[config.mk]
export PLATFORM = sky130hd
export DESIGN_NAME = absh_master
export DESIGN_NICKNAME = d
export VERILOG_FILES = /design/src/rtl/absh_pkg.sv /design/src/rtl/absh_sync.sv /design/src/rtl/absh_master.sv
export SDC_FILE = /design/constraint.sdc
export NUM_CORES = 1
export LEC_CHECK = 0
export BUFFER_PORTS_ARGS = -buffer_cell sky130_fd_sc_hd__buf_2
export CORE_ASPECT_RATIO = 1.5
export CORE_MARGIN = 3
export CORE_UTILIZATION = 45
export CTS_CLUSTER_SIZE = 30
export DETAILED_ROUTE_END_ITERATION = 7
export HOLD_SLACK_MARGIN = 0.02
export MAX_ROUTING_LAYER = met4
export PLACE_DENSITY_LB_ADDON = 0.25
export SLEW_MARGIN = 20
export SYNTH_ARGS = -nofsm -noshare
export SYNTH_HDL_FRONTEND = slang
export SYNTH_SLANG_ARGS = --single-unit
export TNS_END_PERCENT = 20
[constraint.sdc]
create_clock -name CLK -period 1.8 [get_ports CLK]
set_input_delay 0 -clock CLK [delete_from_list [all_inputs] [get_ports CLK]]
set_output_delay 0 -clock CLK [all_outputs]
set_load 0.01 [all_outputs]
[src/rtl/absh_pkg.sv]
// Purpose: Shared constants and carrier types for the async strobe bus master
// Assumes: 50 MHz CLK; bus pins sampled through two-flop synchronisers
// Notes: Bus levels are electrical (low = asserted); user side is active high
package absh_pkg;

    localparam int ABSH_CLK_MHZ = 50;
    // Set-up and strobe-ownership wait times in ns
    localparam int ABSH_SETUP_NS = 40;
    localparam int ABSH_OWN_WAIT_NS = 60;
    localparam int ABSH_SETUP_CYC = (ABSH_SETUP_NS * ABSH_CLK_MHZ + 999) / 1000;
    localparam int ABSH_OWN_WAIT_CYC = (ABSH_OWN_WAIT_NS * ABSH_CLK_MHZ + 999) / 1000;
    localparam int ABSH_CNT_W = 8;
    localparam int ABSH_ADDR_W = 31;
    localparam int ABSH_DATA_W = 16;
    localparam int ABSH_IRQ_W = 7;
    localparam int ABSH_BREQ_W = 5;
    localparam logic [1:0] ABSH_SYNC_RESET = 2'h3;

    // One user request
    typedef struct packed {
        logic [ABSH_ADDR_W-1:0] addr;
        logic [ABSH_DATA_W-1:0] wdata;
        logic [1:0] lanes;
        logic read;
        logic wide;
    } absh_req_t;

    // Completion report
    typedef struct packed {
        logic [ABSH_DATA_W-1:0] rdata;
        logic fault;
    } absh_rsp_t;

    // Pin driver set for one three-state group
    typedef struct packed {
        logic addr_strobe_n;
        logic data_lane0_strobe_n;
        logic data_lane1_strobe_n;
    } absh_strobe_t;

endpackage

[src/rtl/absh_sync.sv]
// Purpose: Two-flop synchroniser for a group of bus pins
// Assumes: Inputs are asynchronous to CLK
// Notes: First stage is read only by the second stage
`timescale 1ns/100ps
module absh_sync
    import absh_pkg::*;
#(
    parameter int WIDTH = 1
) (
    input wire logic clk,
    input wire logic rst_n,
    input wire logic [WIDTH-1:0] din,
    output logic [WIDTH-1:0] dout
);
    logic [WIDTH-1:0] stage1;

    // Released lines idle high, so reset to high
    always_ff @(posedge clk or negedge rst_n) begin
        if (!rst_n) begin
            stage1 <= '1;
            dout <= '1;
        end else begin
            stage1 <= din;
            dout <= stage1;
        end
    end
endmodule // absh_sync

[src/rtl/absh_master.sv]
// Purpose: Master end of the asynchronous strobe bus, driving address/data strobes
// Assumes: One master owns the bus; the slave answers on open-collector lines
// Notes: All bus inputs synchronised; waits are in CLK cycles
// Function
// - Address valid before address strobe falls; fall marks address sampling.
// - Address strobe rise ends transfer and releases address lines.
// - Write data valid before a data strobe falls; slave captures its lanes.
// - On read slave drives lanes only after the matching data strobe falls.
// - Read strobe rises only after data taken; slave then releases lanes.
// - One driver at a time; undriven strobes read high.
// - New strobe owner sees it high, waits, then drives low.
// - Giving up a strobe may drive it high before releasing.
// - Write acknowledge fall means slave accepted data.
// - Read acknowledge fall means valid data on bus.
// - Read acknowledge rise means slave released data lines.
// - Acknowledge and fault are open-collector; falling edge signals response.
// - Shared lines decode by low level only, ignoring edges.
// - Low request or failure levels mean pending service or failure.
// - Interlocked signals stay in force until acknowledged.
// - Direction low for write, high read; wide low for 32-bit.
// - Level-significant lines encode logic one as low.
`timescale 1ns/100ps
module absh_master
    import absh_pkg::*;
#(
    parameter int SETUP_CYC = ABSH_SETUP_CYC,
    parameter int OWN_WAIT_CYC = ABSH_OWN_WAIT_CYC
) (
    input wire logic CLK,
    input wire logic RST_N,
    input wire logic REQ_VALID,
    output logic REQ_READY,
    input wire absh_req_t REQ,
    output logic RSP_VALID,
    output absh_rsp_t RSP,
    output logic [ABSH_ADDR_W-1:0] ADDR_N_O,
    output logic ADDR_N_OE,
    output logic [ABSH_DATA_W-1:0] DATA_N_O,
    output logic DATA_N_OE,
    input wire logic [ABSH_DATA_W-1:0] DATA_N_I,
    output logic WRITE_N_O,
    output logic WIDE_XFER_N_O,
    output logic CTRL_N_OE,
    output absh_strobe_t STROBE_O,
    output logic STROBE_OE,
    input wire absh_strobe_t STROBE_I,
    input wire logic XFER_ACK_N,
    input wire logic BUS_FAULT_N,
    input wire logic [ABSH_IRQ_W-1:0] IRQ_LEVEL_N,
    input wire logic [ABSH_BREQ_W-1:0] BUS_REQ_LEVEL_N,
    input wire logic SYS_FAILURE_N,
    output logic [ABSH_IRQ_W-1:0] IRQ_PENDING,
    output logic [ABSH_BREQ_W-1:0] BUS_REQ_PENDING,
    output logic SYS_FAILED
);
    typedef enum logic [6:0] {
        S_IDLE = 7'h01, S_OWN = 7'h02, S_ADDR = 7'h04, S_DSTB = 7'h08,
        S_ACK = 7'h10, S_REL = 7'h20, S_DREL = 7'h40
    } absh_state_t;

    localparam int SYNC_W = 3 + 2 + ABSH_IRQ_W + ABSH_BREQ_W + 1;

    absh_state_t state;
    logic [ABSH_CNT_W-1:0] cnt;
    absh_req_t cur;
    logic [SYNC_W-1:0] sync_in;
    logic [SYNC_W-1:0] sync_out;
    logic [ABSH_DATA_W-1:0] data_s;
    absh_strobe_t stb_s;
    logic ack_s;
    logic fault_s;
    logic ack_d;
    logic fault_d;
    logic ack_fall;
    logic fault_fall;
    logic ack_rise;
    logic strobes_high;

    // All bus inputs pass two flops before use
    assign sync_in = {STROBE_I, XFER_ACK_N, BUS_FAULT_N, IRQ_LEVEL_N, BUS_REQ_LEVEL_N, SYS_FAILURE_N};
    absh_sync #(.WIDTH(SYNC_W)) u_ctl_sync (
        .clk(CLK),
        .rst_n(RST_N),
        .din(sync_in),
        .dout(sync_out)
    );
    absh_sync #(.WIDTH(ABSH_DATA_W)) u_data_sync (
        .clk(CLK),
        .rst_n(RST_N),
        .din(DATA_N_I),
        .dout(data_s)
    );
    assign stb_s = sync_out[SYNC_W-1 -: 3];
    assign ack_s = sync_out[SYNC_W-4];
    assign fault_s = sync_out[SYNC_W-5];

    // Shared lines: low level only, no edge detection at all
    assign IRQ_PENDING = ~sync_out[ABSH_BREQ_W+1 +: ABSH_IRQ_W];
    assign BUS_REQ_PENDING = ~sync_out[1 +: ABSH_BREQ_W];
    assign SYS_FAILED = ~sync_out[0];

    // Response-line edge history
    always_ff @(posedge CLK or negedge RST_N) begin
        if (!RST_N) begin
            ack_d <= 1'b1;
            fault_d <= 1'b1;
        end else begin
            ack_d <= ack_s;
            fault_d <= fault_s;
        end
    end
    assign ack_fall = ack_d & ~ack_s;
    assign fault_fall = fault_d & ~fault_s;
    assign ack_rise = ~ack_d & ack_s;
    // Undriven strobes read high via termination
    assign strobes_high = &stb_s;

    assign REQ_READY = (state == S_IDLE);

    // Transfer sequencer; counters and response edges drive steps, ownership waits on steady strobe levels
    always_ff @(posedge CLK or negedge RST_N) begin
        if (!RST_N) begin
            state <= S_IDLE;
            cnt <= '0;
            cur <= '0;
        end else begin
            case (state)
                S_IDLE: begin
                    if (REQ_VALID) begin
                        cur <= REQ;
                        cnt <= '0;
                        state <= S_OWN;
                    end
                end
                S_OWN: begin
                    // Need strobes seen high for the full wait before owning them
                    if (!strobes_high) begin
                        cnt <= '0;
                    end else if (cnt >= ABSH_CNT_W'(OWN_WAIT_CYC - 1)) begin
                        cnt <= '0;
                        state <= S_ADDR;
                    end else begin
                        cnt <= cnt + 1'b1;
                    end
                end
                S_ADDR: begin
                    // Address and data settle before any strobe falls
                    if (cnt >= ABSH_CNT_W'(SETUP_CYC - 1)) begin
                        cnt <= '0;
                        state <= S_DSTB;
                    end else begin
                        cnt <= cnt + 1'b1;
                    end
                end
                S_DSTB: begin
                    if (cnt >= ABSH_CNT_W'(SETUP_CYC - 1)) begin
                        cnt <= '0;
                        state <= S_ACK;
                    end else begin
                        cnt <= cnt + 1'b1;
                    end
                end
                S_ACK: begin
                    // Strobes held until slave answers; no timeout by design
                    if (ack_fall || fault_fall) begin
                        state <= S_REL;
                    end
                end
                S_REL: begin
                    // Read waits for acknowledge rise: data lines free again
                    if (!cur.read || ack_rise || ack_s) begin
                        state <= S_DREL;
                    end
                end
                S_DREL: begin
                    state <= S_IDLE;
                end
                default: begin
                    state <= S_IDLE;
                end
            endcase
        end
    end

    // Read data captured on the acknowledge falling edge
    always_ff @(posedge CLK or negedge RST_N) begin
        if (!RST_N) begin
            RSP <= '0;
            RSP_VALID <= 1'b0;
        end else begin
            RSP_VALID <= 1'b0;
            if (state == S_ACK && (ack_fall || fault_fall)) begin
                RSP.rdata <= cur.read ? ~data_s : '0;
                RSP.fault <= fault_fall;
            end
            if (state == S_DREL) begin
                RSP_VALID <= 1'b1;
            end
        end
    end

    // Pin drivers, all from flops
    always_ff @(posedge CLK or negedge RST_N) begin
        if (!RST_N) begin
            ADDR_N_O <= '1;
            ADDR_N_OE <= 1'b0;
            DATA_N_O <= '1;
            DATA_N_OE <= 1'b0;
            WRITE_N_O <= 1'b1;
            WIDE_XFER_N_O <= 1'b1;
            CTRL_N_OE <= 1'b0;
            STROBE_O <= ABSH_SYNC_RESET == 2'h3 ? 3'h7 : 3'h7;
            STROBE_OE <= 1'b0;
        end else begin
            case (state)
                S_OWN: begin
                    if (strobes_high && cnt >= ABSH_CNT_W'(OWN_WAIT_CYC - 1)) begin
                        // Take the bus driving strobes high first
                        ADDR_N_O <= ~cur.addr;
                        ADDR_N_OE <= 1'b1;
                        WRITE_N_O <= cur.read;
                        WIDE_XFER_N_O <= ~cur.wide;
                        CTRL_N_OE <= 1'b1;
                        DATA_N_O <= ~cur.wdata;
                        DATA_N_OE <= ~cur.read;
                        STROBE_O <= 3'h7;
                        STROBE_OE <= 1'b1;
                    end
                end
                S_ADDR: begin
                    if (cnt >= ABSH_CNT_W'(SETUP_CYC - 1)) begin
                        STROBE_O.addr_strobe_n <= 1'b0;
                    end
                end
                S_DSTB: begin
                    if (cnt >= ABSH_CNT_W'(SETUP_CYC - 1)) begin
                        STROBE_O.data_lane0_strobe_n <= ~cur.lanes[0];
                        STROBE_O.data_lane1_strobe_n <= ~cur.lanes[1];
                    end
                end
                S_ACK: begin
                    if (ack_fall || fault_fall) begin
                        // Data taken, raise data strobes
                        STROBE_O.data_lane0_strobe_n <= 1'b1;
                        STROBE_O.data_lane1_strobe_n <= 1'b1;
                    end
                end
                S_REL: begin
                    if (!cur.read || ack_rise || ack_s) begin
                        STROBE_O.addr_strobe_n <= 1'b1;
                        DATA_N_OE <= 1'b0;
                    end
                end
                S_DREL: begin
                    // Strobes were driven high; now release everything
                    STROBE_OE <= 1'b0;
                    ADDR_N_OE <= 1'b0;
                    CTRL_N_OE <= 1'b0;
                end
                default: begin
                    STROBE_OE <= STROBE_OE;
                end
            endcase
        end
    end
endmodule // absh_master

==> results.yml <==
floorplan:
  ioPinCount: 176
  core_area_um2: 17100
  initial_core_util: 0.467
  die_w_um: 115
  num_rows: 58
  die_y_um: 169
  dieArea_um2: 19400
worst_setup_path:
  cpPeakStageDelay_ns: 0.62
  cp.arrival_ns: 2.18
  rrSetupSlack_ns: 0.002
  path_cells: "nor2_1 -> a221o_2 -> and2_2 -> o22ai_1"
  rr_startpoint: "state[0]"
  crit_slowest_cell: "dfstp_2"
  reg2reg_to: "cnt[1]"
  worstRegToRegCells: 4
  path_max_fanout: 8
  critPathRequiredTime_ns: 2.19
  cp-end-kind: "flip-flop"
  path_class: "flip-flop to flip-flop"
  start_kind: "flip-flop"
timing:
  worst_slack_ns: 0.00188
  rsz0062_at_grt: "yes"
  period_needed_ns: 1.80
  fmax_mhz: 556
  skew_ns: 0.00998
  setup_viol: 0
  worst_pin_slew_ns: 0.521
  maxSlewViolCount: 0
  whs_ns: 0.0680
  hold_viol: 0
  fin_crit_sh: 0.999
  relSlewSlack: 0.653
global_route:
  grtUsageTotal: 0.188
  grt_pass1_wl_mm: 28.4
  grt_pass1_vias: 5681
  gr-total-overflow: 0
  antenna_found_initial: 0
  grt_max_degree: 65
logic_synthesis:
  synth_fa_ha_area_frac: 0.00629
  synth_area_leader_cell: "dfstp_2"
  synth_area_per_cell_um2: 14.8
  yosysTopAreaCellShare: 0.406
  synth_xor_xnor_area_share: 0.00220
  synth_top_family_by_area: "multiplexers"
  synth_compound_area_frac: 0.0365
  muxShareOfSynthArea: 0.160
  synth_nets: 631
  synthSimpleGateAreaFrac: 0.0699
  syn_area_um2: 7960
  synth_cells: 539
  synthArstFlopShare: 1.00
  synth_area_leaders: "dfstp_2 41%, dfrtp_1 27%, mux2_4 9.4%"
  ys_seq_area_frac: 0.673
  ys_ff_latch: 208
  synth_edf_count: 0
  yosys_warnings: 0
  synth_cell_type_count: 55
  yosys_most_used_dff: "dfstp_2"
cells_and_area:
  nets: 926
  final_util: 0.642
  instances_no_fill: 1060
  area_growth_pct: 37.4
  drive_gt1_frac: 0.514
drt:
  first_pass_iters: 4
  postRouteAntennaNets: 0
  drc: 0
  routed_wl_mm: 18.0
  drt_iter0_drc: 209
  detail_route.wl_per_cell_um: 17.0
  vias: 5093
  routed_via_density: 4.80
clock_tree:
  cts_root_buffer: "clkbuf_16"
  clkSlewWorstSetupHoldPaths_ns: 0.06
  clock_latency_ns: 0.48
  cts_num_sinks: 208
  cts_tree: "yes"
  clock_path_buffers: 3
  cts_buffers: 21
  htree_levels: 1
power:
  p_per_area_nw_per_um2: 1330
  vdd_drop_max_uv: 1470
  p_leak_nw: 5.55
  fin_total_pwr_mw: 14.6
run:
  cap_violations: 0
place:
  pre_cts_slack_ns: -0.0833
  numPortBuffers: 175
  dp_hpwl_mm: 11.6
  gp_congestion: 0.843
  placed_cells: 926
status:
  outcome: "complete, no violations"
hold_path:
  hold_class: "input pin to asynchronous set/reset pin"
-- where the power goes --
| part | internal (mW) | total [mW] | leakage, nW | switching (mW) |
|---|---|---|---|---|
| Sequential | 5.92 | 6.54 | 2.35 | 0.623 |
| Combinational | 2.13 | 3.71 | 2.86 | 1.58 |
| Clock | 2.57 | 4.33 | 0.344 | 1.76 |
-- cells in the mapped netlist (all sizes together) (2+ instances only) --
cell	count
dfstp	123
dfrtp	85
inv	70
mux2	52
mux2i	50
nand2	25
o21ai	21
nand2b	16
buf	15
a21oi	7
and3	6
clkbuf	6
nor3	6
a31oi	5
and2	5
ha	4
nor2b	4
nor4b	4
nand4	3
nor2	3
nor4	3
o22ai	3
and4b	2
nand3	2
o211ai	2
-- stage by stage --
step / cell area (um^2) / setup TNS, ns
6_report: 10900 / 0
5_1_grt: 10900 / -0.278
4_1_cts: 10800 / 0
3_5_place_dp: 9230 / -1.84
3_3_place_gp: 9230 / 0
2_1_floorplan: 7970 / 0
-- flip-flops by register name (all words and copies together), names as in the netlist, 3 cells and up --
name                flops
u_data_sync.stage1     16
cnt                     8
STROBE_O                3
RSP                    17
ADDR_N_O               31
u_ctl_sync.dout        18
u_data_sync.dout       16
u_ctl_sync.stage1      18
DATA_N_O               16
state                   7
cur                    51
-- worst max-delay path by stage --
stage / start / end / slack (ns) / cells past startpoint
after floorplan: state[2] / state[2] / 0.06 / 5
after global placement: state[2] / cnt[1] / 0.04 / 5
after detailed placement: cnt[0] / DATA_N_O[0] / -0.08 / 7
after CTS: cnt[1] / cnt[4] / 0.01 / 6
after global routing: cnt[1] / cnt[1] / -0.05 / 6
final: state[0] / cnt[1] / 0.002 / 4
-- area by class of cell --
type | instances | area, um^2
antenna | 1 | 2.50
clock buffer | 31 | 623
clock inverter | 7 | 76.3
fill | 1243 | 6110
inverter | 70 | 263
multi-input combinational | 240 | 2240
sequential | 208 | 5360
tap | 210 | 263
timing repair buffer | 293 | 2110
-- what timing repair did --
action / CTS / global route
cloned: 0 / 2
gates resized for setup: 2 / 9
endpoints found under the setup margin: 55 / 60
buffers inserted: 0 / 6
endpoints found under the hold margin: 205 / 0
pin swaps: 2 / 3
hold buffers: 87 / 0
-- routing by layer --
| layer | global-route usage | part of all wire | wire length (um) | up-vias |
|---|---|---|---|---|
| li1 | - | - | - | 2373 |
| met1 | 0.218 | 0.38 | 6870 | 2554 |
| met2 | 0.337 | 0.56 | 10100 | 135 |
| met3 | 0.0240 | 0.035 | 634 | 31 |
| met4 | 0.0610 | 0.023 | 418 | 0 |
| met5 | - | 0 | 0 | - |
-- placed cells by master, fill, tap and decap left out, types with 4 or more instances in the layout --
master         instances
clkbuf_8               7
buf_2                174
mux2_4                50
buf_12                 7
ha_1                   4
a21oi_1                6
dfstp_2              123
nand2b_1              16
clkbuf_1               4
nand2_1               23
dlygate4sd3_1         87
dfrtp_1               83
clkbuf_16             23
o21ai_0               19
and3_1                 5
a31oi_1                5
nor2b_1                4
inv_1                 70
mux2i_1               48
and2_1                 4
buf_4                 22
-- cell families after synthesis --
logic type | after synthesis
xor+xnor | 2
mux | 102
flops | 208
buf+inv | 91
compound gates | 47
simple gates | 85
fa+ha+maj | 4
-- worst max-delay path, delay by kind of cell, from the launching register on --
| family | cells | cell delay [ns] |
|---|---|---|
| AOI/OAI and AO/OA | 2 | 0.67 |
| DFF | 1 | 0.62 |
| and+or+nand+nor | 2 | 0.40 |
Note: power is estimated with default switching activity, not from simulation.
